`src/logic/aas_consts.svh`:
```
`ifndef AAS_CONSTS_SVH
`define AAS_CONSTS_SVH
// ==========================================
// register byte offsets
`define AAS_OFF_CTRL    8'h00
`define AAS_OFF_TIMING  8'h04
`define AAS_OFF_PINCFG  8'h08
`define AAS_OFF_RES_HI  8'h0c
`define AAS_OFF_RES_LO  8'h10
`define AAS_OFF_STATUS  8'h14
`define AAS_OFF_PORT    8'h18
// ==========================================
// field positions
`define AAS_CTRL_ON     0
`define AAS_CTRL_GO     1
`define AAS_CTRL_CH_LSB 2
`define AAS_TIM_CLK_LSB 0
`define AAS_TIM_ACQ_LSB 3
`define AAS_STAT_DONE   0
// ==========================================
// reset values
`define AAS_ACQ_RESET   3'h0
`define AAS_CLK_RESET   3'h0
`define AAS_PORT_CONFIG_BITS_FUSE1  4'h0
`define AAS_PORT_CONFIG_BITS_FUSE0  4'h7
// ==========================================
// timing and channel counts
`define AAS_CONV_TADS   4'ha
`define AAS_WAIT_TADS   5'h2
`define AAS_TCY_CLKS    5'h4
`define AAS_NUM_CH      13
`endif

```
`src/logic/aas_pkg.sv`:
```
package aas_pkg;
    // ==========================================
    // sequencer states
    typedef enum logic [2:0] {
        ST_SAMPLE,
        ST_DELAY,
        ST_ACQ,
        ST_CONV,
        ST_WAIT
    } aas_state_t;

    // ==========================================
    // timing control fields
    typedef struct packed {
        logic [2:0] acq;
        logic [2:0] clk;
    } aas_timing_t;

    // acquisition length in bit periods, codes ascending
    function automatic logic [4:0] acq_tads(input logic [2:0] code);
        case (code)
            3'h0: acq_tads = 5'h00;
            3'h1: acq_tads = 5'h02;
            3'h2: acq_tads = 5'h04;
            3'h3: acq_tads = 5'h06;
            3'h4: acq_tads = 5'h08;
            3'h5: acq_tads = 5'h0c;
            3'h6: acq_tads = 5'h10;
            default: acq_tads = 5'h14;
        endcase
    endfunction : acq_tads
endpackage : aas_pkg

```
`src/logic/aas_top.sv`:
```
// The register offsets and the APB register port are this design's own decisions.
`timescale 1ns/1ps
`include "aas_consts.svh"
// Behaviour
// - nonzero acquisition: sample, then convert automatically
// - acquisition codes: 0,2,4,6,8,12,16,20 periods
// - zero acquisition: start flag converts at once on the divider clock
// - acquisition select resets to zero
// - completion: clear start, flag done, resample
// - completion loads result high/low pair
// - no status for acquisition end
// - conversion lasts eleven bit periods
// - clock select picks divider or rc
// - rc manual start delayed one instruction
// - conversion start disconnects holding capacitor
// - software clear aborts, result unchanged
// - two-period wait then resample
// - no qualification by channel or direction
// - output pin converts driven digital level
// - analog pins read zero
// - fuse chooses port config reset value
// - fuse 1 gives 0000, 0 gives 0111
// - reset turns converter off, aborts
module aas_top (
    input  wire logic        core_clk,
    input  wire logic        nrst,
    input  wire logic        psel,
    input  wire logic        penable,
    input  wire logic        pwrite,
    input  wire logic [7:0]  paddr,
    input  wire logic [31:0] pwdata,
    output logic [31:0]      prdata,
    output logic             pready,
    output logic             pslverr,
    input  wire logic        portb_analog_reset_fuse,
    input  wire logic        rc_clk_pin,
    input  wire logic        cmp_pin,
    input  wire logic [12:0] port_pin_in,
    input  wire logic [12:0] pin_direction_bits,
    output logic             sample_en,
    output logic [3:0]       channel_select,
    output logic             convert_digital_level,
    output logic [9:0]       dac_code,
    output logic             conversion_complete_irq_flag
);
    // ==========================================
    // declarations
    aas_pkg::aas_state_t  st_reg;
    aas_pkg::aas_timing_t tim_reg;
    logic        converter_on_reg;
    logic        go_reg;
    logic [3:0]  port_config_bits_reg;
    logic [1:0]  res_hi_reg;
    logic [7:0]  res_lo_reg;
    logic [4:0]  cnt_reg;
    logic [1:0]  init_reg;
    logic [1:0]  fuse_sync_reg;
    logic [1:0]  cmp_sync_reg;
    logic [12:0] pin_sync1_reg;
    logic [12:0] pin_sync2_reg;
    logic [12:0] analog_mask;
    logic [3:0]  analog_cnt;
    logic        wr;
    logic        wr_ctrl;
    logic        sw_abort;
    logic        conv_start;
    logic        tad_tick;
    logic        tad_run;
    logic        sar_done;
    logic [9:0]  sar_result;
    logic        mapped;
    logic [31:0] rd_next;

    // ==========================================
    // input synchronisers
    always_ff @(posedge core_clk or negedge nrst) begin
        if (!nrst) begin
            fuse_sync_reg <= 2'h0;
            cmp_sync_reg  <= 2'h0;
            pin_sync1_reg <= 13'h0000;
            pin_sync2_reg <= 13'h0000;
        end else begin
            fuse_sync_reg <= {fuse_sync_reg[0], portb_analog_reset_fuse};
            cmp_sync_reg  <= {cmp_sync_reg[0], cmp_pin};
            pin_sync1_reg <= port_pin_in;
            pin_sync2_reg <= pin_sync1_reg;
        end
    end

    // ==========================================
    // apb slave: zero wait, read data latched in setup
    assign wr      = psel & penable & pwrite;
    assign wr_ctrl = wr && paddr == `AAS_OFF_CTRL;
    assign pready  = psel & penable;
    assign pslverr = psel & penable & ~mapped;

    always_comb begin
        mapped  = 1'b1;
        rd_next = 32'h0000_0000;
        case (paddr)
            `AAS_OFF_CTRL: begin
                rd_next = {26'h0, channel_select, go_reg, converter_on_reg};
            end
            `AAS_OFF_TIMING: begin
                rd_next = {26'h0, tim_reg};
            end
            `AAS_OFF_PINCFG: begin
                rd_next = {28'h0, port_config_bits_reg};
            end
            `AAS_OFF_RES_HI: begin
                rd_next = {30'h0, res_hi_reg};
            end
            `AAS_OFF_RES_LO: begin
                rd_next = {24'h0, res_lo_reg};
            end
            `AAS_OFF_STATUS: begin
                rd_next = {31'h0, conversion_complete_irq_flag};
            end
            `AAS_OFF_PORT: begin
                rd_next = {19'h0, pin_sync2_reg & ~analog_mask};
            end
            default: begin
                mapped = 1'b0;
            end
        endcase
    end

    always_ff @(posedge core_clk or negedge nrst) begin
        if (!nrst) begin
            prdata <= 32'h0000_0000;
        end else if (psel && !penable && !pwrite) begin
            prdata <= rd_next;
        end
    end

    // ==========================================
    // analog pin map: 0..2 all 13 analog, then one fewer per code
    assign analog_cnt = (port_config_bits_reg < 4'h3) ? 4'hd : 4'hf - port_config_bits_reg;
    for (genvar i = 0; i < `AAS_NUM_CH; i++) begin : g_mask
        assign analog_mask[i] = (4'(i) < analog_cnt);
    end

    // ==========================================
    // configuration registers
    always_ff @(posedge core_clk or negedge nrst) begin
        if (!nrst) begin
            converter_on_reg <= 1'b0;
            channel_select   <= 4'h0;
            tim_reg          <= {`AAS_ACQ_RESET, `AAS_CLK_RESET};
        end else begin
            if (wr_ctrl) begin
                converter_on_reg <= pwdata[`AAS_CTRL_ON];
                channel_select   <= pwdata[`AAS_CTRL_CH_LSB +: 4];
            end
            if (wr && paddr == `AAS_OFF_TIMING) begin
                tim_reg <= pwdata[5:0];
            end
        end
    end

    // fuse is a strap: caught once its synchroniser has settled
    always_ff @(posedge core_clk or negedge nrst) begin
        if (!nrst) begin
            init_reg             <= 2'h0;
            port_config_bits_reg <= `AAS_PORT_CONFIG_BITS_FUSE0;
        end else begin
            if (init_reg != 2'h3) begin
                init_reg <= init_reg + 2'h1;
            end
            if (init_reg == 2'h2) begin
                port_config_bits_reg <= fuse_sync_reg[1] ? `AAS_PORT_CONFIG_BITS_FUSE1
                                                         : `AAS_PORT_CONFIG_BITS_FUSE0;
            end else if (wr && paddr == `AAS_OFF_PINCFG) begin
                port_config_bits_reg <= pwdata[3:0];
            end
        end
    end

    // ==========================================
    // start flag: completion clears it, software may abort
    assign sw_abort = wr_ctrl & ~pwdata[`AAS_CTRL_GO] & go_reg;

    always_ff @(posedge core_clk or negedge nrst) begin
        if (!nrst) begin
            go_reg <= 1'b0;
        end else if (sar_done || !converter_on_reg) begin
            go_reg <= 1'b0;
        end else if (wr_ctrl) begin
            go_reg <= pwdata[`AAS_CTRL_GO];
        end
    end

    // done flag: set wins over write-one-to-clear
    always_ff @(posedge core_clk or negedge nrst) begin
        if (!nrst) begin
            conversion_complete_irq_flag <= 1'b0;
        end else if (sar_done) begin
            conversion_complete_irq_flag <= 1'b1;
        end else if (wr && paddr == `AAS_OFF_STATUS && pwdata[`AAS_STAT_DONE]) begin
            conversion_complete_irq_flag <= 1'b0;
        end
    end

    // ==========================================
    // sequencer; channel and direction never gate it
    assign conv_start = (st_reg != aas_pkg::ST_CONV) && (st_reg != aas_pkg::ST_WAIT)
                        && go_reg && converter_on_reg
                        && ((st_reg == aas_pkg::ST_SAMPLE && tim_reg.acq == 3'h0
                             && !(tim_reg.clk[1] & tim_reg.clk[0]))
                         || (st_reg == aas_pkg::ST_DELAY && cnt_reg == `AAS_TCY_CLKS - 5'h1)
                         || (st_reg == aas_pkg::ST_ACQ && tad_tick
                             && cnt_reg == aas_pkg::acq_tads(tim_reg.acq) - 5'h1));

    always_ff @(posedge core_clk or negedge nrst) begin
        if (!nrst) begin
            st_reg  <= aas_pkg::ST_SAMPLE;
            cnt_reg <= 5'h00;
        end else if (!converter_on_reg) begin
            st_reg  <= aas_pkg::ST_SAMPLE;
            cnt_reg <= 5'h00;
        end else begin
            case (st_reg)
                aas_pkg::ST_SAMPLE: begin
                    cnt_reg <= 5'h00;
                    if (conv_start) begin
                        st_reg <= aas_pkg::ST_CONV;
                    end else if (go_reg && tim_reg.acq == 3'h0) begin
                        st_reg <= aas_pkg::ST_DELAY;
                    end else if (go_reg) begin
                        st_reg <= aas_pkg::ST_ACQ;
                    end
                end
                aas_pkg::ST_DELAY, aas_pkg::ST_ACQ: begin
                    if (!go_reg) begin
                        st_reg  <= aas_pkg::ST_WAIT;
                        cnt_reg <= 5'h00;
                    end else if (conv_start) begin
                        st_reg  <= aas_pkg::ST_CONV;
                        cnt_reg <= 5'h00;
                    end else if (st_reg == aas_pkg::ST_DELAY || tad_tick) begin
                        cnt_reg <= cnt_reg + 5'h01;
                    end
                end
                aas_pkg::ST_CONV: begin
                    cnt_reg <= 5'h00;
                    if (sar_done || !go_reg) begin
                        st_reg <= aas_pkg::ST_WAIT;
                    end
                end
                aas_pkg::ST_WAIT: begin
                    if (tad_tick && cnt_reg == `AAS_WAIT_TADS - 5'h1) begin
                        st_reg  <= aas_pkg::ST_SAMPLE;
                        cnt_reg <= 5'h00;
                    end else if (tad_tick) begin
                        cnt_reg <= cnt_reg + 5'h01;
                    end
                end
                default: begin
                    st_reg <= aas_pkg::ST_SAMPLE;
                end
            endcase
        end
    end

    // capacitor follows the pin only while sampling
    assign sample_en = converter_on_reg && (st_reg == aas_pkg::ST_SAMPLE
                       || st_reg == aas_pkg::ST_DELAY
                       || st_reg == aas_pkg::ST_ACQ);
    // a pin driven as output feeds its own digital level to the mux
    assign convert_digital_level = ~pin_direction_bits[channel_select];
    assign tad_run = st_reg == aas_pkg::ST_ACQ || st_reg == aas_pkg::ST_CONV
                     || st_reg == aas_pkg::ST_WAIT;

    // ==========================================
    // bit clock and approximation engine
    aas_tad_gen #(.DIV_W(6)) u_tad (
        .core_clk   (core_clk),
        .nrst       (nrst),
        .run        (tad_run),
        .clk_sel    (tim_reg.clk),
        .rc_clk_pin (rc_clk_pin),
        .tad_tick   (tad_tick)
    );

    aas_sar u_sar (
        .core_clk (core_clk),
        .nrst     (nrst),
        .start    (conv_start),
        .abort    (st_reg == aas_pkg::ST_CONV && !go_reg),
        .tad_tick (tad_tick),
        .cmp_hi   (cmp_sync_reg[1]),
        .code     (dac_code),
        .result   (sar_result),
        .done     (sar_done)
    );

    // result pair: loaded on completion only, else by software
    always_ff @(posedge core_clk or negedge nrst) begin
        if (!nrst) begin
            res_hi_reg <= 2'h0;
            res_lo_reg <= 8'h00;
        end else if (sar_done) begin
            res_hi_reg <= sar_result[9:8];
            res_lo_reg <= sar_result[7:0];
        end else if (wr && paddr == `AAS_OFF_RES_HI) begin
            res_hi_reg <= pwdata[1:0];
        end else if (wr && paddr == `AAS_OFF_RES_LO) begin
            res_lo_reg <= pwdata[7:0];
        end
    end

    // ==========================================
    // assertions
    logic [3:0] conv_ticks;
    always_ff @(posedge core_clk or negedge nrst) begin
        if (!nrst) begin
            conv_ticks <= 4'h0;
        end else if (st_reg != aas_pkg::ST_CONV) begin
            conv_ticks <= 4'h0;
        end else if (tad_tick) begin
            conv_ticks <= conv_ticks + 4'h1;
        end
    end
endmodule : aas_top

```
`src/logic/aas_tad_gen.sv`:
```
`timescale 1ns/1ps
module aas_tad_gen #(
    parameter int DIV_W = 6
) (
    input  wire logic       core_clk,
    input  wire logic       nrst,
    input  wire logic       run,
    input  wire logic [2:0] clk_sel,
    input  wire logic       rc_clk_pin,
    output logic            tad_tick
);
    // ==========================================
    // checks
    if (DIV_W < 6) begin : g_chk
        $error("aas_tad_gen: DIV_W too small for divide by 64");
    end

    logic [DIV_W-1:0] div_reg;
    logic [DIV_W-1:0] lim;
    logic [2:0]       rc_sync_reg;
    logic             use_rc;
    logic             rc_rise;

    // ==========================================
    // rc source: sync then edge detect on second stage
    always_ff @(posedge core_clk or negedge nrst) begin
        if (!nrst) begin
            rc_sync_reg <= 3'h0;
        end else begin
            rc_sync_reg <= {rc_sync_reg[1:0], rc_clk_pin};
        end
    end
    assign rc_rise = rc_sync_reg[1] & ~rc_sync_reg[2];
    assign use_rc  = clk_sel[1] & clk_sel[0];

    // 000:2 100:4 001:8 101:16 010:32 110:64 oscillator periods
    assign lim = DIV_W'((2 << {clk_sel[1:0], clk_sel[2]}) - 1);

    // ==========================================
    // divider restarts whenever the sequencer idles
    always_ff @(posedge core_clk or negedge nrst) begin
        if (!nrst) begin
            div_reg <= '0;
        end else if (!run || use_rc || div_reg == lim) begin
            div_reg <= '0;
        end else begin
            div_reg <= div_reg + 1'b1;
        end
    end

    assign tad_tick = run & (use_rc ? rc_rise : (div_reg == lim));
endmodule : aas_tad_gen

```
`src/logic/aas_sar.sv`:
```
`timescale 1ns/1ps
`include "aas_consts.svh"
module aas_sar (
    input  wire logic       core_clk,
    input  wire logic       nrst,
    input  wire logic       start,
    input  wire logic       abort,
    input  wire logic       tad_tick,
    input  wire logic       cmp_hi,
    output logic [9:0]      code,
    output logic [9:0]      result,
    output logic            done
);
    logic [3:0] step_reg;
    logic       busy_reg;
    logic [9:0] cur;
    logic [9:0] keep;

    // step 0 sets up, steps 1..10 decide one bit each, msb first
    assign cur  = 10'h200 >> (step_reg - 4'h1);
    assign keep = cmp_hi ? code : (code & ~cur);

    always_ff @(posedge core_clk or negedge nrst) begin
        if (!nrst) begin
            step_reg <= 4'h0;
            busy_reg <= 1'b0;
            code     <= 10'h000;
            result   <= 10'h000;
            done     <= 1'b0;
        end else begin
            done <= 1'b0;
            if (abort) begin
                busy_reg <= 1'b0;
            end else if (start) begin
                busy_reg <= 1'b1;
                step_reg <= 4'h0;
                code     <= 10'h000;
            end else if (busy_reg && tad_tick) begin
                step_reg <= step_reg + 4'h1;
                if (step_reg == 4'h0) begin
                    code <= 10'h200;
                end else if (step_reg == `AAS_CONV_TADS) begin
                    code     <= keep;
                    result   <= keep;
                    done     <= 1'b1;
                    busy_reg <= 1'b0;
                end else begin
                    code <= keep | (cur >> 1);
                end
            end
        end
    end
endmodule : aas_sar

```
`config.mk`:
```
export PLATFORM = sky130hd
export DESIGN_NAME = aas_top
export DESIGN_NICKNAME = d
export VERILOG_FILES = /design/src/logic/aas_pkg.sv /design/src/logic/aas_top.sv /design/src/logic/aas_tad_gen.sv /design/src/logic/aas_sar.sv
export VERILOG_INCLUDE_DIRS = /design/src /design/src/logic
export SDC_FILE = /design/constraint.sdc
export NUM_CORES = 1
export LEC_CHECK = 0
export ABC_CLOCK_PERIOD_IN_PS = 3100
export BUFFER_PORTS_ARGS = -buffer_cell sky130_fd_sc_hd__buf_2
export CORE_MARGIN = 2
export CORE_UTILIZATION = 25
export CTS_CLUSTER_SIZE = 12
export DETAILED_ROUTE_END_ITERATION = 10
export PLACE_DENSITY_LB_ADDON = 0.05
export SLEW_MARGIN = 5
export SYNTH_ARGS = -nofsm -noshare
export SYNTH_HDL_FRONTEND = slang
export SYNTH_SLANG_ARGS = --single-unit
```
`constraint.sdc`:
```
create_clock -name core_clk -period 3.1 [get_ports core_clk]
set_input_delay 0.465 -clock core_clk [delete_from_list [all_inputs] [get_ports core_clk]]
set_output_delay 0.465 -clock core_clk [all_outputs]
set_load 0.005 [all_outputs]
```
**Yosys cells after proc, flatten, opt, wreduce, memory -nomap -nowiden**

Cells that the tools add are included.

- Flip-flop bits (word level): 134
- Input bits: 74
- Output and inout bits: 51
- Logic and storage cells: 214

- Add/subtract/negate cells: 8
- Order comparisons: 15
- Equality and inequality tests: 34
- Shifts and indexed selects: 2
- Muxes and demuxes: 53
- Bitwise logic cells: 17
- Reductions and logical operators: 61

Operator list:

| kind | number |
|---|---|
| 13-bit one-hot mux with 7 select lines | 1 |
| 10-bit two-way mux | 5 |
| 5-bit one-hot mux with 7 select lines | 1 |
| 5-bit two-way mux | 6 |
| 3-bit two-way mux | 9 |
| 8-bit by 5-bit == test with 1-bit output, second input constant | 3 |
| 8-bit two-way mux | 3 |
| 1-bit logical AND | 23 |
| 4-bit less-than comparator, first input constant | 5 |
| 4-bit two-way mux | 5 |
| 1-bit two-way mux | 17 |
| 8-bit by 4-bit == test with 1-bit output, second input constant | 2 |
| 3-bit by 4-bit less-than comparator with 1-bit output, first input constant | 4 |
| 5-bit one-hot mux with 3 select lines | 1 |
| 13-bit bitwise AND | 1 |
| 13-bit inverter | 1 |
| 3-bit by 2-bit == test with 1-bit output, second input constant | 4 |
| 3-bit == test, second input constant | 4 |
| 3-bit one-hot mux with 4 select lines | 1 |
| 2-bit nonzero test | 6 |
| 1-bit logical OR | 11 |
| 10-bit bitwise AND | 1 |
| 5-bit != test, second input constant | 2 |
| 10-bit inverter | 1 |
| other kinds (45) | 73 |

**Longest topological paths before layout**

Gate-level depths: netlist (run 1).

- Depth in word-level cells: 13
- Gate-level depth with buffers: 13
- Mapped depth without buffers: 10

**Modules after synthesis**

Synthesis (run 1) repeated with hierarchy kept, for this count alone.

- Cell total of the unflattened synthesis: 614
- Area total of the unflattened synthesis: 6122.1 um2

By module, submodules not included:

| module | times used | cells an instance | area an instance (um2) | sequential area each (um2) |
|---|---|---|---|---|
| aas_top | 1 | 394 | 4141.5 | 2005.7 |
| aas_sar | 1 | 158 | 1413.9 | 650.6 |
| aas_tad_gen | 1 | 62 | 566.8 | 225.2 |

**Worst setup path before layout (run 1)**

Ideal clock, no wire load.

- Path kind: flip-flop to flip-flop
- From: register tim_reg[1] (netlist name)
- To: register u_sar.result[1]
- Library setup time: 0.125 ns
- Arrival: 3.100 ns
- Required time: 2.975 ns
- Setup slack: -0.125 ns
- Cell stages (with the launch flop): 13
- Buffers on the path: 3
- Clock period less this slack: 3.225 ns
- Path through: dfrtp_1 > clkbuf_1 > or3_1 > ha_1 > or4b_1 > o311ai_1 > xnor2_1 > a31oi_1 > or2_1 > buf_6 > nor3_4 > buf_6 > mux2_4

- Cells in the longest elaborated chain, start to end: 11
- Elaborated cells on any way between the ends: 16
- Those cells by class: add/sub (1); eq/ne (1); shift (1); mux (1); bitwise (3); reduce/logical (9)

RTL lines:

| item | line | text |
|---|---|---|
| from (decl) | aas_top.sv:49 | `aas_pkg::aas_timing_t tim_reg;` |
| from (signal assigned) | aas_top.sv:149 | `` tim_reg <= {`AAS_ACQ_RESET, `AAS_CLK_RESET}; `` |
| from (signal assigned) | aas_top.sv:156 | `tim_reg <= pwdata[5:0];` |
| 2-bit by 3-bit << shifter with 6-bit output | aas_tad_gen.sv:37 | `assign lim = DIV_W'((2 << {clk_sel[1:0], clk_sel[2]}) - 1);` |
| 6-bit by 2-bit subtractor with 6-bit output | aas_tad_gen.sv:37 |  |
| 6-bit == test | aas_tad_gen.sv:51 | `assign tad_tick = run & (use_rc ? rc_rise : (div_reg == lim));` |
| 1-bit two-way mux | aas_tad_gen.sv:51 |  |
| 1-bit bitwise AND | aas_tad_gen.sv:51 |  |
| 1-bit logical AND | aas_top.sv:211 | `\|\| (st_reg == aas_pkg::ST_ACQ && tad_tick` |
| 1-bit logical AND | aas_top.sv:212 | `&& cnt_reg == aas_pkg::acq_tads(tim_reg.acq) - 5'h1));` |
| 1-bit logical OR | aas_top.sv:208 | `&& ((st_reg == aas_pkg::ST_SAMPLE && tim_reg.acq == 3'h0` |
| 1-bit logical AND | aas_top.sv:206 | `assign conv_start = (st_reg != aas_pkg::ST_CONV) && (st_reg != aas_pkg::ST_WAIT)` |
| 1-bit inverter (no source line) | - |  |
| 5-bit AND reduction (no source line) * | - |  |
| to (signal assigned) | aas_sar.sv:44 | `result <= keep;` |
| to (decl) | aas_sar.sv:11 | `output logic [9:0] result,` |

Every way passes the cells marked *; elsewhere a longest branch is shown, timed or not.
A chain may end at the register's enable or synchronous reset.

**Worst setup path in the final report (run 1)**

- From: register tim_reg[1] (netlist name)
- To: register u_sar.code[0]

- Cells in the longest elaborated chain, start to end: 11
- Elaborated cells on any way between the ends: 17
- Those cells by class: add/sub (1); eq/ne (1); shift (1); mux (2); bitwise (2); reduce/logical (10)

RTL lines:

| item | line | text |
|---|---|---|
| 2-bit by 3-bit << shifter with 6-bit output | aas_tad_gen.sv:37 |  |
| 6-bit by 2-bit subtractor with 6-bit output | aas_tad_gen.sv:37 |  |
| 6-bit == test | aas_tad_gen.sv:51 |  |
| 1-bit two-way mux | aas_tad_gen.sv:51 |  |
| 1-bit bitwise AND | aas_tad_gen.sv:51 |  |
| 1-bit logical AND | aas_top.sv:211 |  |
| 1-bit logical AND | aas_top.sv:212 |  |
| 1-bit logical OR | aas_top.sv:208 |  |
| 1-bit logical AND | aas_top.sv:206 |  |
| 2-bit nonzero test (no source line) | - |  |
| 2-bit AND reduction (no source line) | - |  |
| to (signal assigned) | aas_sar.sv:43 | `code <= keep;` |
| to (signal assigned) | aas_sar.sv:48 | `code <= keep \| (cur >> 1);` |
| to (decl) | aas_sar.sv:10 | `output logic [9:0] code,` |

Several ways; a longest one is shown, not always the timed one.

==> results of run 1 <==
[placed cells by master, fill, tap and decap left out, drive strengths merged, types with 4 or more instances in the layout]
master and n:
a211oi 5, a21oi 23, a22o 5, a31oi 6
and2 7, and3 5, buf 105, clkbuf 17
conb 19, dfrtp 112, ha 15, inv 30
mux2 20, mux2i 21, mux4 4, nand2 50
nand2b 10, nand3 20, nand4 5, nor2 40
nor2b 14, nor3 17, o21a 5, o21ai 40
o22ai 5, o31ai 4, xnor2 11, xor2 7
[worst max-delay path, delay by kind of cell, from the launching register on]
| family | cells | cell delay, ps |
|---|---|---|
| flip-flops | 1 | 370 |
| AND/OR/NAND/NOR | 4 | 1540 |
| adder cells (fa/ha/maj) | 1 | 190 |
| buffers and inverters | 1 | 150 |
| AO/OA/AOI/OAI | 3 | 400 |
| XOR/XNOR | 1 | 180 |
[metal layers]
metal	track usage [%]	share of wire, %	up-vias
li1	-	-	2199
met1	19.59	50	2198
met2	20.69	45	99
met3	2.423	3.6	14
met4	4.286	1.2	0
met5	0	0	-
[worst paths after layout]
kind	start	endpoint	slack (ps)	cells after the start
worst max register to register	tim_reg[1]	u_sar.code[0]	200	10
worst min register to register	pin_sync1_reg[8]	pin_sync2_reg[8]	350	0
worst min-delay path	nrst	cmp_sync_reg[0]	130	1
min in group core_clk	port_pin_in[7]	pin_sync1_reg[7]	150	1
worst max-delay path	tim_reg[1]	u_sar.code[0]	200	10
max in group asynchronous	nrst	port_config_bits_reg[0]	2090	2
[kinds of logic after synthesis]
kind of cell | after synthesis
simple gates | 188
compound gates | 124
flops | 115
buf+inv | 66
mux | 45
xor+xnor | 18
fa+ha+maj | 15
other cells | 1
[area by class of cell]
class                           instances  area (um2)  share of cell area, %
Inverter                               18       67.56                 0.9245
Tap cell                              319       399.1                  5.461
Clock inverter                         15       157.7                  2.157
Clock buffer                           17       425.4                  5.821
Sequential cell                       115        2882                  39.43
Multi-Input combinational cell        409        2760                  37.77
Timing Repair Buffer                  105       616.8                  8.440
[metrics by stage]
| stage | hold slack (ps) | total power (uW) | instance area [um2] |
|---|---|---|---|
| 2_1_floorplan | 169.4 | 1651 | 5969 |
| 3_3_place_gp | 332.3 | 1731 | 6699 |
| 3_5_place_dp | 334.7 | 1734 | 6699 |
| 4_1_cts | 127.5 | 3754 | 7282 |
| 5_1_grt | 131.5 | 3832 | 7308 |
| 6_report | 128.7 | 3684 | 7308 |
[power groups by stage]
stage | registers (uW) | clock network, uW | logic (uW)
3_5_place_dp | 1580 | 0 | 156
4_1_cts | 1550 | 2050 | 157
6_report | 1550 | 1980 | 152
3_3_place_gp | 1580 | 0 | 153
5_1_grt | 1550 | 2100 | 174
2_1_floorplan | 1570 | 0 | 83.3
==> flow_summary.ini, run 1 <==
[power_and_ir_drop]
worst_ir_drop_vdd_uv = 334.2
p_sw_share_pct = 25.80
net-switching-power_uw = 950.7
share_comb_of_total_power_pct = 4.1
power.internal_uw = 2733
part_of_the_total_power_dissipated_in_the_clock_network_pct = 53.8
p_seq_share_pct = 42.1
pwr_per_cell_area_mw_per_mm2 = 504.1
leakage_uw = 0.003241

[yosys]
postSynth.topFlopCell = dfrtp_1
synth_area_leaders = dfrtp_1, mux2i_1, ha_1, nand2_1, o21ai_1
synthDominantCellAreaShare_pct = 47.65
synth_top_family_by_area = simple AND/OR/NAND/NOR gates
postSynthCellCount = 572
ys_ff_latch = 115
yosys.cell_types.count = 66
synth_most_common_cell = dfrtp_1
synth_adder_area_share_pct = 3.191
top_cell_type_by_total_area_after_synthesis = dfrtp_1
synthTopCellsByCount = dfrtp_1, nand2_1, nor2_1
synth.area.mux_share_pct = 9.317
yosys_warnings = 0
post_synth_xor_area_fraction_pct = 2.680
synth_simple_gate_area_share_pct = 16.25
synth_compound_area_share_pct = 13.61
seq_area_frac_synth_pct = 48.99
ys_async_sr_fraction_pct = 100.0
synth_edf_count = 0
synth.avg_cell_area_um2 = 10.28
post_synth_instance_area_mm2 = 0.005882

[floorplan]
die_h_um = 157.4
core_area_mm2 = 0.02326
start_util_pct = 25.29
num_io_pins = 125
fp.dieArea_mm2 = 0.02477
die_width_um = 157.4
num_rows = 56

[detailed_routing]
vias = 4510
drt_first_pass_iters = 5
drc = 0
route.detailed.wl_per_inst_um = 16.28
drt_iter0_drc = 307
via_per_inst = 4.519
wirelength_mm = 16.24
detail-route-antenna-nets = 0

[clock_network]
clockRootBuffer = clkbuf_16
deepest_level_of_the_cts_h_tree = 4
tritoncts = done
max-clock-path-buffers = 2
clock_sinks = 115
worst_setup_hold_path_clk_slew_ps = 60
clkLatencyLatePin_ps = 420
cts-resized-gates = 0
postCtsSetupRepairBufs = 0
cts-hold-fix-buffers = 0
clock_buffer_count_from_cts = 17

[critical_path]
critical_path.endpoint_type = flop
critPathLaunchType = flop
critical_path.most_common_cell = or3_1
crit_path_max_fanout = 13
crit_slowest_cell = or4b_1
path_cells = or3_1 > ha_2 > or4b_1 > o311ai_2 > xnor2_2 > a31oi_2 > or2_4 > buf_6 > or3_1 > a31oi_1
worstPathRequired_ps = 3440
timing.critical_path.slowest_cell_delay_ps = 520
critPathArrivalTime_ps = 3240
path_class = reg2reg

[cells_and_area]
layout_stage_area_growth_over_the_synthesis_result_pct = 24.25
fill_cells = 2434
final_util_pct = 31.42
nNetsFinal = 755
drive_above_1_share_pct = 24.01
instances_no_fill = 998
diodes = 0

[sta]
setup_viol_count_final = 0
timing.fmax_ghz = 0.3447
finalHoldViolCount = 0
post-route-period-util_pct = 93.59
worst-slew-pin-transition_ps = 814.4
final.min_clock_period_ps = 2901
finalClockSkew_ps = 6.885
relSlewSlack_pct = 45.29
grt_setup_unrepaired = no
total_negative_setup_slacks_ps = 0
final.setup.worst_slack_ps = 198.6
drv_slew = 0

[placement]
place.detailed.instances = 966
dp_worst_setup_slack_ps = 92.27
numPortBuffers = 81
dp_hpwl_mm = 11.99
final_wtd_congestion = 0.7893

[global_routing]
antenna_found_initial = 0
grt_max_degree = 57
grtUsageTotal_pct = 13.61
via_count_of_the_first_global_routing_pass = 4579
grt-ovfl-total = 0
grt_first_pass_wirelength_mm = 25.77

[min_path]
min-delay-path-class = in2async

[flow_run]
max_cap_violation_count = 0

[status]
run_status = completed
Note: power is estimated with default switching activity, not from simulation.
==> run 2: changes to the inputs <==
--- a/config.mk
+++ b/config.mk
@@ -6,7 +6,7 @@
 export SDC_FILE = /design/constraint.sdc
 export NUM_CORES = 1
 export LEC_CHECK = 0
-export ABC_CLOCK_PERIOD_IN_PS = 3100
+export ABC_CLOCK_PERIOD_IN_PS = 3300
 export BUFFER_PORTS_ARGS = -buffer_cell sky130_fd_sc_hd__buf_2
 export CORE_MARGIN = 2
 export CORE_UTILIZATION = 25
==> constraint.sdc (replaced) <==
create_clock -name core_clk -period 3.3 [get_ports core_clk]
set_input_delay 0.495 -clock core_clk [delete_from_list [all_inputs] [get_ports core_clk]]
set_output_delay 0.495 -clock core_clk [all_outputs]
set_load 0.005 [all_outputs]
==> flow_summary.ini, run 2 (synthesis gave the netlist of run 1 again) <==
[detailed_routing]
drt_iter0_drc = 296
wirelength_mm = 16.09
drt_first_pass_iters = 4
route.met2.wl_mm = 7.240
wirelength_met1_mm = 7.993
detail-route-antenna-nets = 0
drc = 0
wl_met3_um = 634
via_per_inst = 4.586
topRoutingLayerUsed = met4
vias = 4536
route.detailed.wl_per_inst_um = 16.27

[critical_path]
crit_path_max_fanout = 17
critical_path.endpoint_type = flop
path_class = reg2reg
critPathLaunchType = flop
critPathArrivalTime_ps = 3450
worstPathRequired_ps = 3630

[floorplan]
num_io_pins = 125
num_rows = 56
core_area_mm2 = 0.02326
die_h_um = 157.4
fp.dieArea_mm2 = 0.02477
die_width_um = 157.4
start_util_pct = 25.29

[placement]
dp_hpwl_mm = 11.83
numPortBuffers = 81
final_wtd_congestion = 0.7803
dp_worst_setup_slack_ps = 164.5

[global_routing]
grt_first_pass_wirelength_mm = 25.73
grt-ovfl-total = 0
via_count_of_the_first_global_routing_pass = 4515
antenna_found_initial = 0
grtUsageTotal_pct = 13.73
grt_max_degree = 47

[clock_network]
tritoncts = done
worst_setup_hold_path_clk_slew_ps = 60
max-clock-path-buffers = 2
clock_sinks = 115
cts-hold-fix-buffers = 0
postCtsSetupRepairBufs = 0
deepest_level_of_the_cts_h_tree = 4
clockRootBuffer = clkbuf_16
clkLatencyLatePin_ps = 420
clock_buffer_count_from_cts = 17

[sta]
grt_setup_unrepaired = no
finalHoldViolCount = 0
post-route-period-util_pct = 94.56
worst_hold_slack_ps = 76.75
final.min_clock_period_ps = 3121
drv_slew = 0
finalClockSkew_ps = 12.65
final.setup.worst_slack_ps = 179.5
timing.fmax_ghz = 0.3205
relSlewSlack_pct = 48.32
setup_viol_count_final = 0
total_negative_setup_slacks_ps = 0
worst-slew-pin-transition_ps = 775.1

[min_path]
min-delay-path-class = in2async

[cells_and_area]
layout_commonest_cell = dfrtp_1
nNetsFinal = 746
commonest_cells_after_routing_fill_and_taps_aside = dfrtp_1, buf_2, nand2_1
drive_above_1_share_pct = 22.09
diodes = 0
layout_stage_area_growth_over_the_synthesis_result_pct = 22.68

[power_and_ir_drop]
worst_ir_drop_vdd_uv = 302.5
pwr_per_cell_area_mw_per_mm2 = 489.2
total_power_uw = 3530
leakage_uw = 0.003200

[status]
run_status = completed

[flow_run]
max_cap_violation_count = 0
-- run 2: worst paths after layout --
path                                    from                end  slack (ps)  cells after the start
max                               tim_reg[0]      u_sar.code[0]         180                     10
min                                     nrst      u_sar.code[6]          80                      1
max reg2reg                       tim_reg[0]      u_sar.code[0]         180                     10
min reg2reg                pin_sync1_reg[11]  pin_sync2_reg[11]         350                      0
max in group asynchronous               nrst         tim_reg[2]        2410                      2
min in group core_clk         port_pin_in[0]   pin_sync1_reg[0]         170                      1
-- run 2: metal layers --
| layer | global-route usage [%] | vias up |
|---|---|---|
| li1 | - | 2177 |
| met1 | 19.91 | 2245 |
| met2 | 20.05 | 98 |
| met3 | 3.001 | 16 |
| met4 | 4.805 | 0 |
| met5 | 0 | - |
-- run 2: stage by stage --
step	area, um2	utilization [%]	instances
global placement	6609	28.41	957
detailed placement	6609	28.41	957
global route	7216	31.02	989
floorplan	5949	-	590
CTS	7214	31.01	989
finish	7216	31.02	989
-- run 2: timing repair --
item                                    CTS  global route
endpoints found under the setup margin    0             2
gates resized for setup                   0             1
hold endpoints to repair                  0             0
-- run 2: cell type report --
type	instances	area [um2]
Fill cell	2481	16050
Sequential cell	115	2882
Multi-Input combinational cell	409	2729
Timing Repair Buffer	96	533.0
Clock buffer	17	425.4
Tap cell	319	399.1
Clock inverter	15	180.2
Inverter	18	67.56
-- run 2: where the power goes --
| part | total, uW | leakage [uW] | internal [uW] | switching [uW] |
|---|---|---|---|---|
| clock | 1930 | 0.000297 | 1150 | 785 |
| combinational | 140 | 0.00145 | 53.2 | 86.5 |
| sequential | 1460 | 0.00146 | 1440 | 17.9 |
| total | 3530 | 0.00320 | 2640 | 889 |
-- run 2: worst max-delay path, cell delays in order (launching register included) --
cell	delay, ps
dfrtp_1	370
or3_1	380
ha_1	260
or4b_1	520
o311ai_1	110
xnor2_1	200
a31oi_1	150
or2_1	290
buf_4	210
or3_1	380
a31oi_1	160
==> run 3: changes to the inputs <==
--- a/config.mk
+++ b/config.mk
@@ -12,6 +12,7 @@
 export CORE_UTILIZATION = 25
 export CTS_CLUSTER_SIZE = 12
 export DETAILED_ROUTE_END_ITERATION = 10
+export HOLD_SLACK_MARGIN = 0.1
 export PLACE_DENSITY_LB_ADDON = 0.05
 export SLEW_MARGIN = 5
 export SYNTH_ARGS = -nofsm -noshare
==> flow_summary.ini, run 3 (synthesis gave the netlist of run 1 again) <==
[cells_and_area]
commonest_cells_after_routing_fill_and_taps_aside = dfrtp_1, buf_2, nand2_1
diodes = 0
postLayoutCellArea_mm2 = 0.007226
drive_above_1_share_pct = 22.06
fill_cells = 2482
layout_stage_area_growth_over_the_synthesis_result_pct = 22.85
layout_commonest_cell = dfrtp_1
instances_no_fill = 990
nNetsFinal = 747

[placement]
final_wtd_congestion = 0.7803
place.detailed.instances = 957
numPortBuffers = 81
dp_hpwl_mm = 11.83
dp_worst_setup_slack_ps = 164.5
place_area_mm2 = 0.006609

[global_routing]
grt_max_degree = 47
grt_first_pass_wirelength_mm = 25.74
via_count_of_the_first_global_routing_pass = 4517
antenna_found_initial = 0
grt-ovfl-total = 0
grtUsageTotal_pct = 13.73

[sta]
timing.fmax_ghz = 0.3197
drv_slew = 0
post-route-period-util_pct = 94.79
worst-slew-pin-transition_ps = 772.2
finalHoldViolCount = 0
final.min_clock_period_ps = 3128
worst_hold_slack_ps = 171.6
final.setup.worst_slack_ps = 172.0
grt_setup_unrepaired = no
setup_viol_count_final = 0
finalClockSkew_ps = 12.53
total_negative_setup_slacks_ps = 0
relSlewSlack_pct = 48.52

[floorplan]
start_util_pct = 25.29
fp.dieArea_mm2 = 0.02477
num_io_pins = 125
num_rows = 56
die_h_um = 157.4
die_width_um = 157.4
core_area_mm2 = 0.02326

[clock_network]
clockRootBuffer = clkbuf_16
deepest_level_of_the_cts_h_tree = 4
clock_sinks = 115
max-clock-path-buffers = 2
postCtsSetupRepairBufs = 0
clkLatencyLatePin_ps = 420
worst_setup_hold_path_clk_slew_ps = 70
tritoncts = done
clock_buffer_count_from_cts = 17

[detailed_routing]
detail-route-antenna-nets = 0
drt_first_pass_iters = 4
route.detailed.wl_per_inst_um = 16.26
drt_iter0_drc = 274
wirelength_mm = 16.09
via_per_inst = 4.612
vias = 4566
drc = 0

[critical_path]
timing.rr.start = tim_reg[0]
critical_path.endpoint_type = flop
crit_path_max_fanout = 17
timing.critical_path.slowest_cell_delay_ps = 520
worstPathRequired_ps = 3630
critPathLaunchType = flop
critPathArrivalTime_ps = 3460
crit_slowest_cell = or4b_1
start_point_of_the_critical_path = tim_reg[0]
path_class = reg2reg
path_cells = or3_1 > ha_1 > or4b_1 > o311ai_1 > xnor2_1 > a31oi_1 > or2_1 > buf_4 > or3_1 > a31oi_1

[power_and_ir_drop]
leakage_uw = 0.003204
pwr_per_cell_area_mw_per_mm2 = 488.9
worst_ir_drop_vdd_uv = 303.9

[min_path]
hold_path_startpoint = port_pin_in[0]
min-delay-path-class = in2reg

[status]
run_status = completed

[flow_run]
max_cap_violation_count = 0
run 3: cell count changes in the layout (fill, tap and decap cells not counted):
cell,before,now
dlygate4sd3_1,0,1
run 3: layout make-up:
type / instances / area (um2) / area share [%]
Clock inverter: 15 / 180.2 / 2.494
Clock buffer: 17 / 425.4 / 5.887
Sequential cell: 115 / 2882 / 39.88
Tap cell: 319 / 399.1 / 5.524
Multi-Input combinational cell: 409 / 2729 / 37.77
Inverter: 18 / 67.56 / 0.9351
Timing Repair Buffer: 97 / 543.0 / 7.515
run 3: per-layer routing:
metal | vias to the layer above | wire, um | GRT usage, %
met4 | 0 | 221 | 4.805
met2 | 96 | 7272 | 20.05
li1 | 2177 | - | -
met1 | 2277 | 7916 | 19.92
met5 | - | 0 | 0
met3 | 16 | 684 | 3.001
run 3: final timing paths:
kind                                     end  slack [ps]  cells after the start
setup / recovery               u_sar.code[0]         170                     10
hold / removal              pin_sync1_reg[0]         170                      1
setup reg to reg               u_sar.code[0]         170                     10
hold reg to reg            pin_sync2_reg[11]         350                      0
max in group asynchronous         tim_reg[2]        1860                      3
min in group asynchronous      u_sar.code[6]         620                      2
run 3: power breakdown:
group	switching (uW)	total [uW]	internal, uW
clock network	787	1940	1150
logic	87.1	141	54.0
registers	17.8	1460	1440
run 3: what timing repair did:
| item | CTS | global route |
|---|---|---|
| endpoints found under the hold margin | 2 | 0 |
| gates resized for setup | 0 | 1 |
| endpoints found under the setup margin | 0 | 2 |
| hold buffers | 1 | 0 |
run 3: per-stage QoR:
stage	power (uW)	utilization (%)
finish	3533	31.06
global route	3689	31.06
CTS	3594	31.06
detailed placement	1625	28.41
global placement	1623	28.41
floorplan	1550	-
run 3: critical path: cells and delay by family, from the launching register on:
family	cells	cell delay [ps]
AOI/OAI and AO/OA	3	430
and+or+nand+nor	4	1570
adders and majority gates	1	260
xor gates and xnor gates	1	200
buffers and inverters	1	210
DFF	1	370
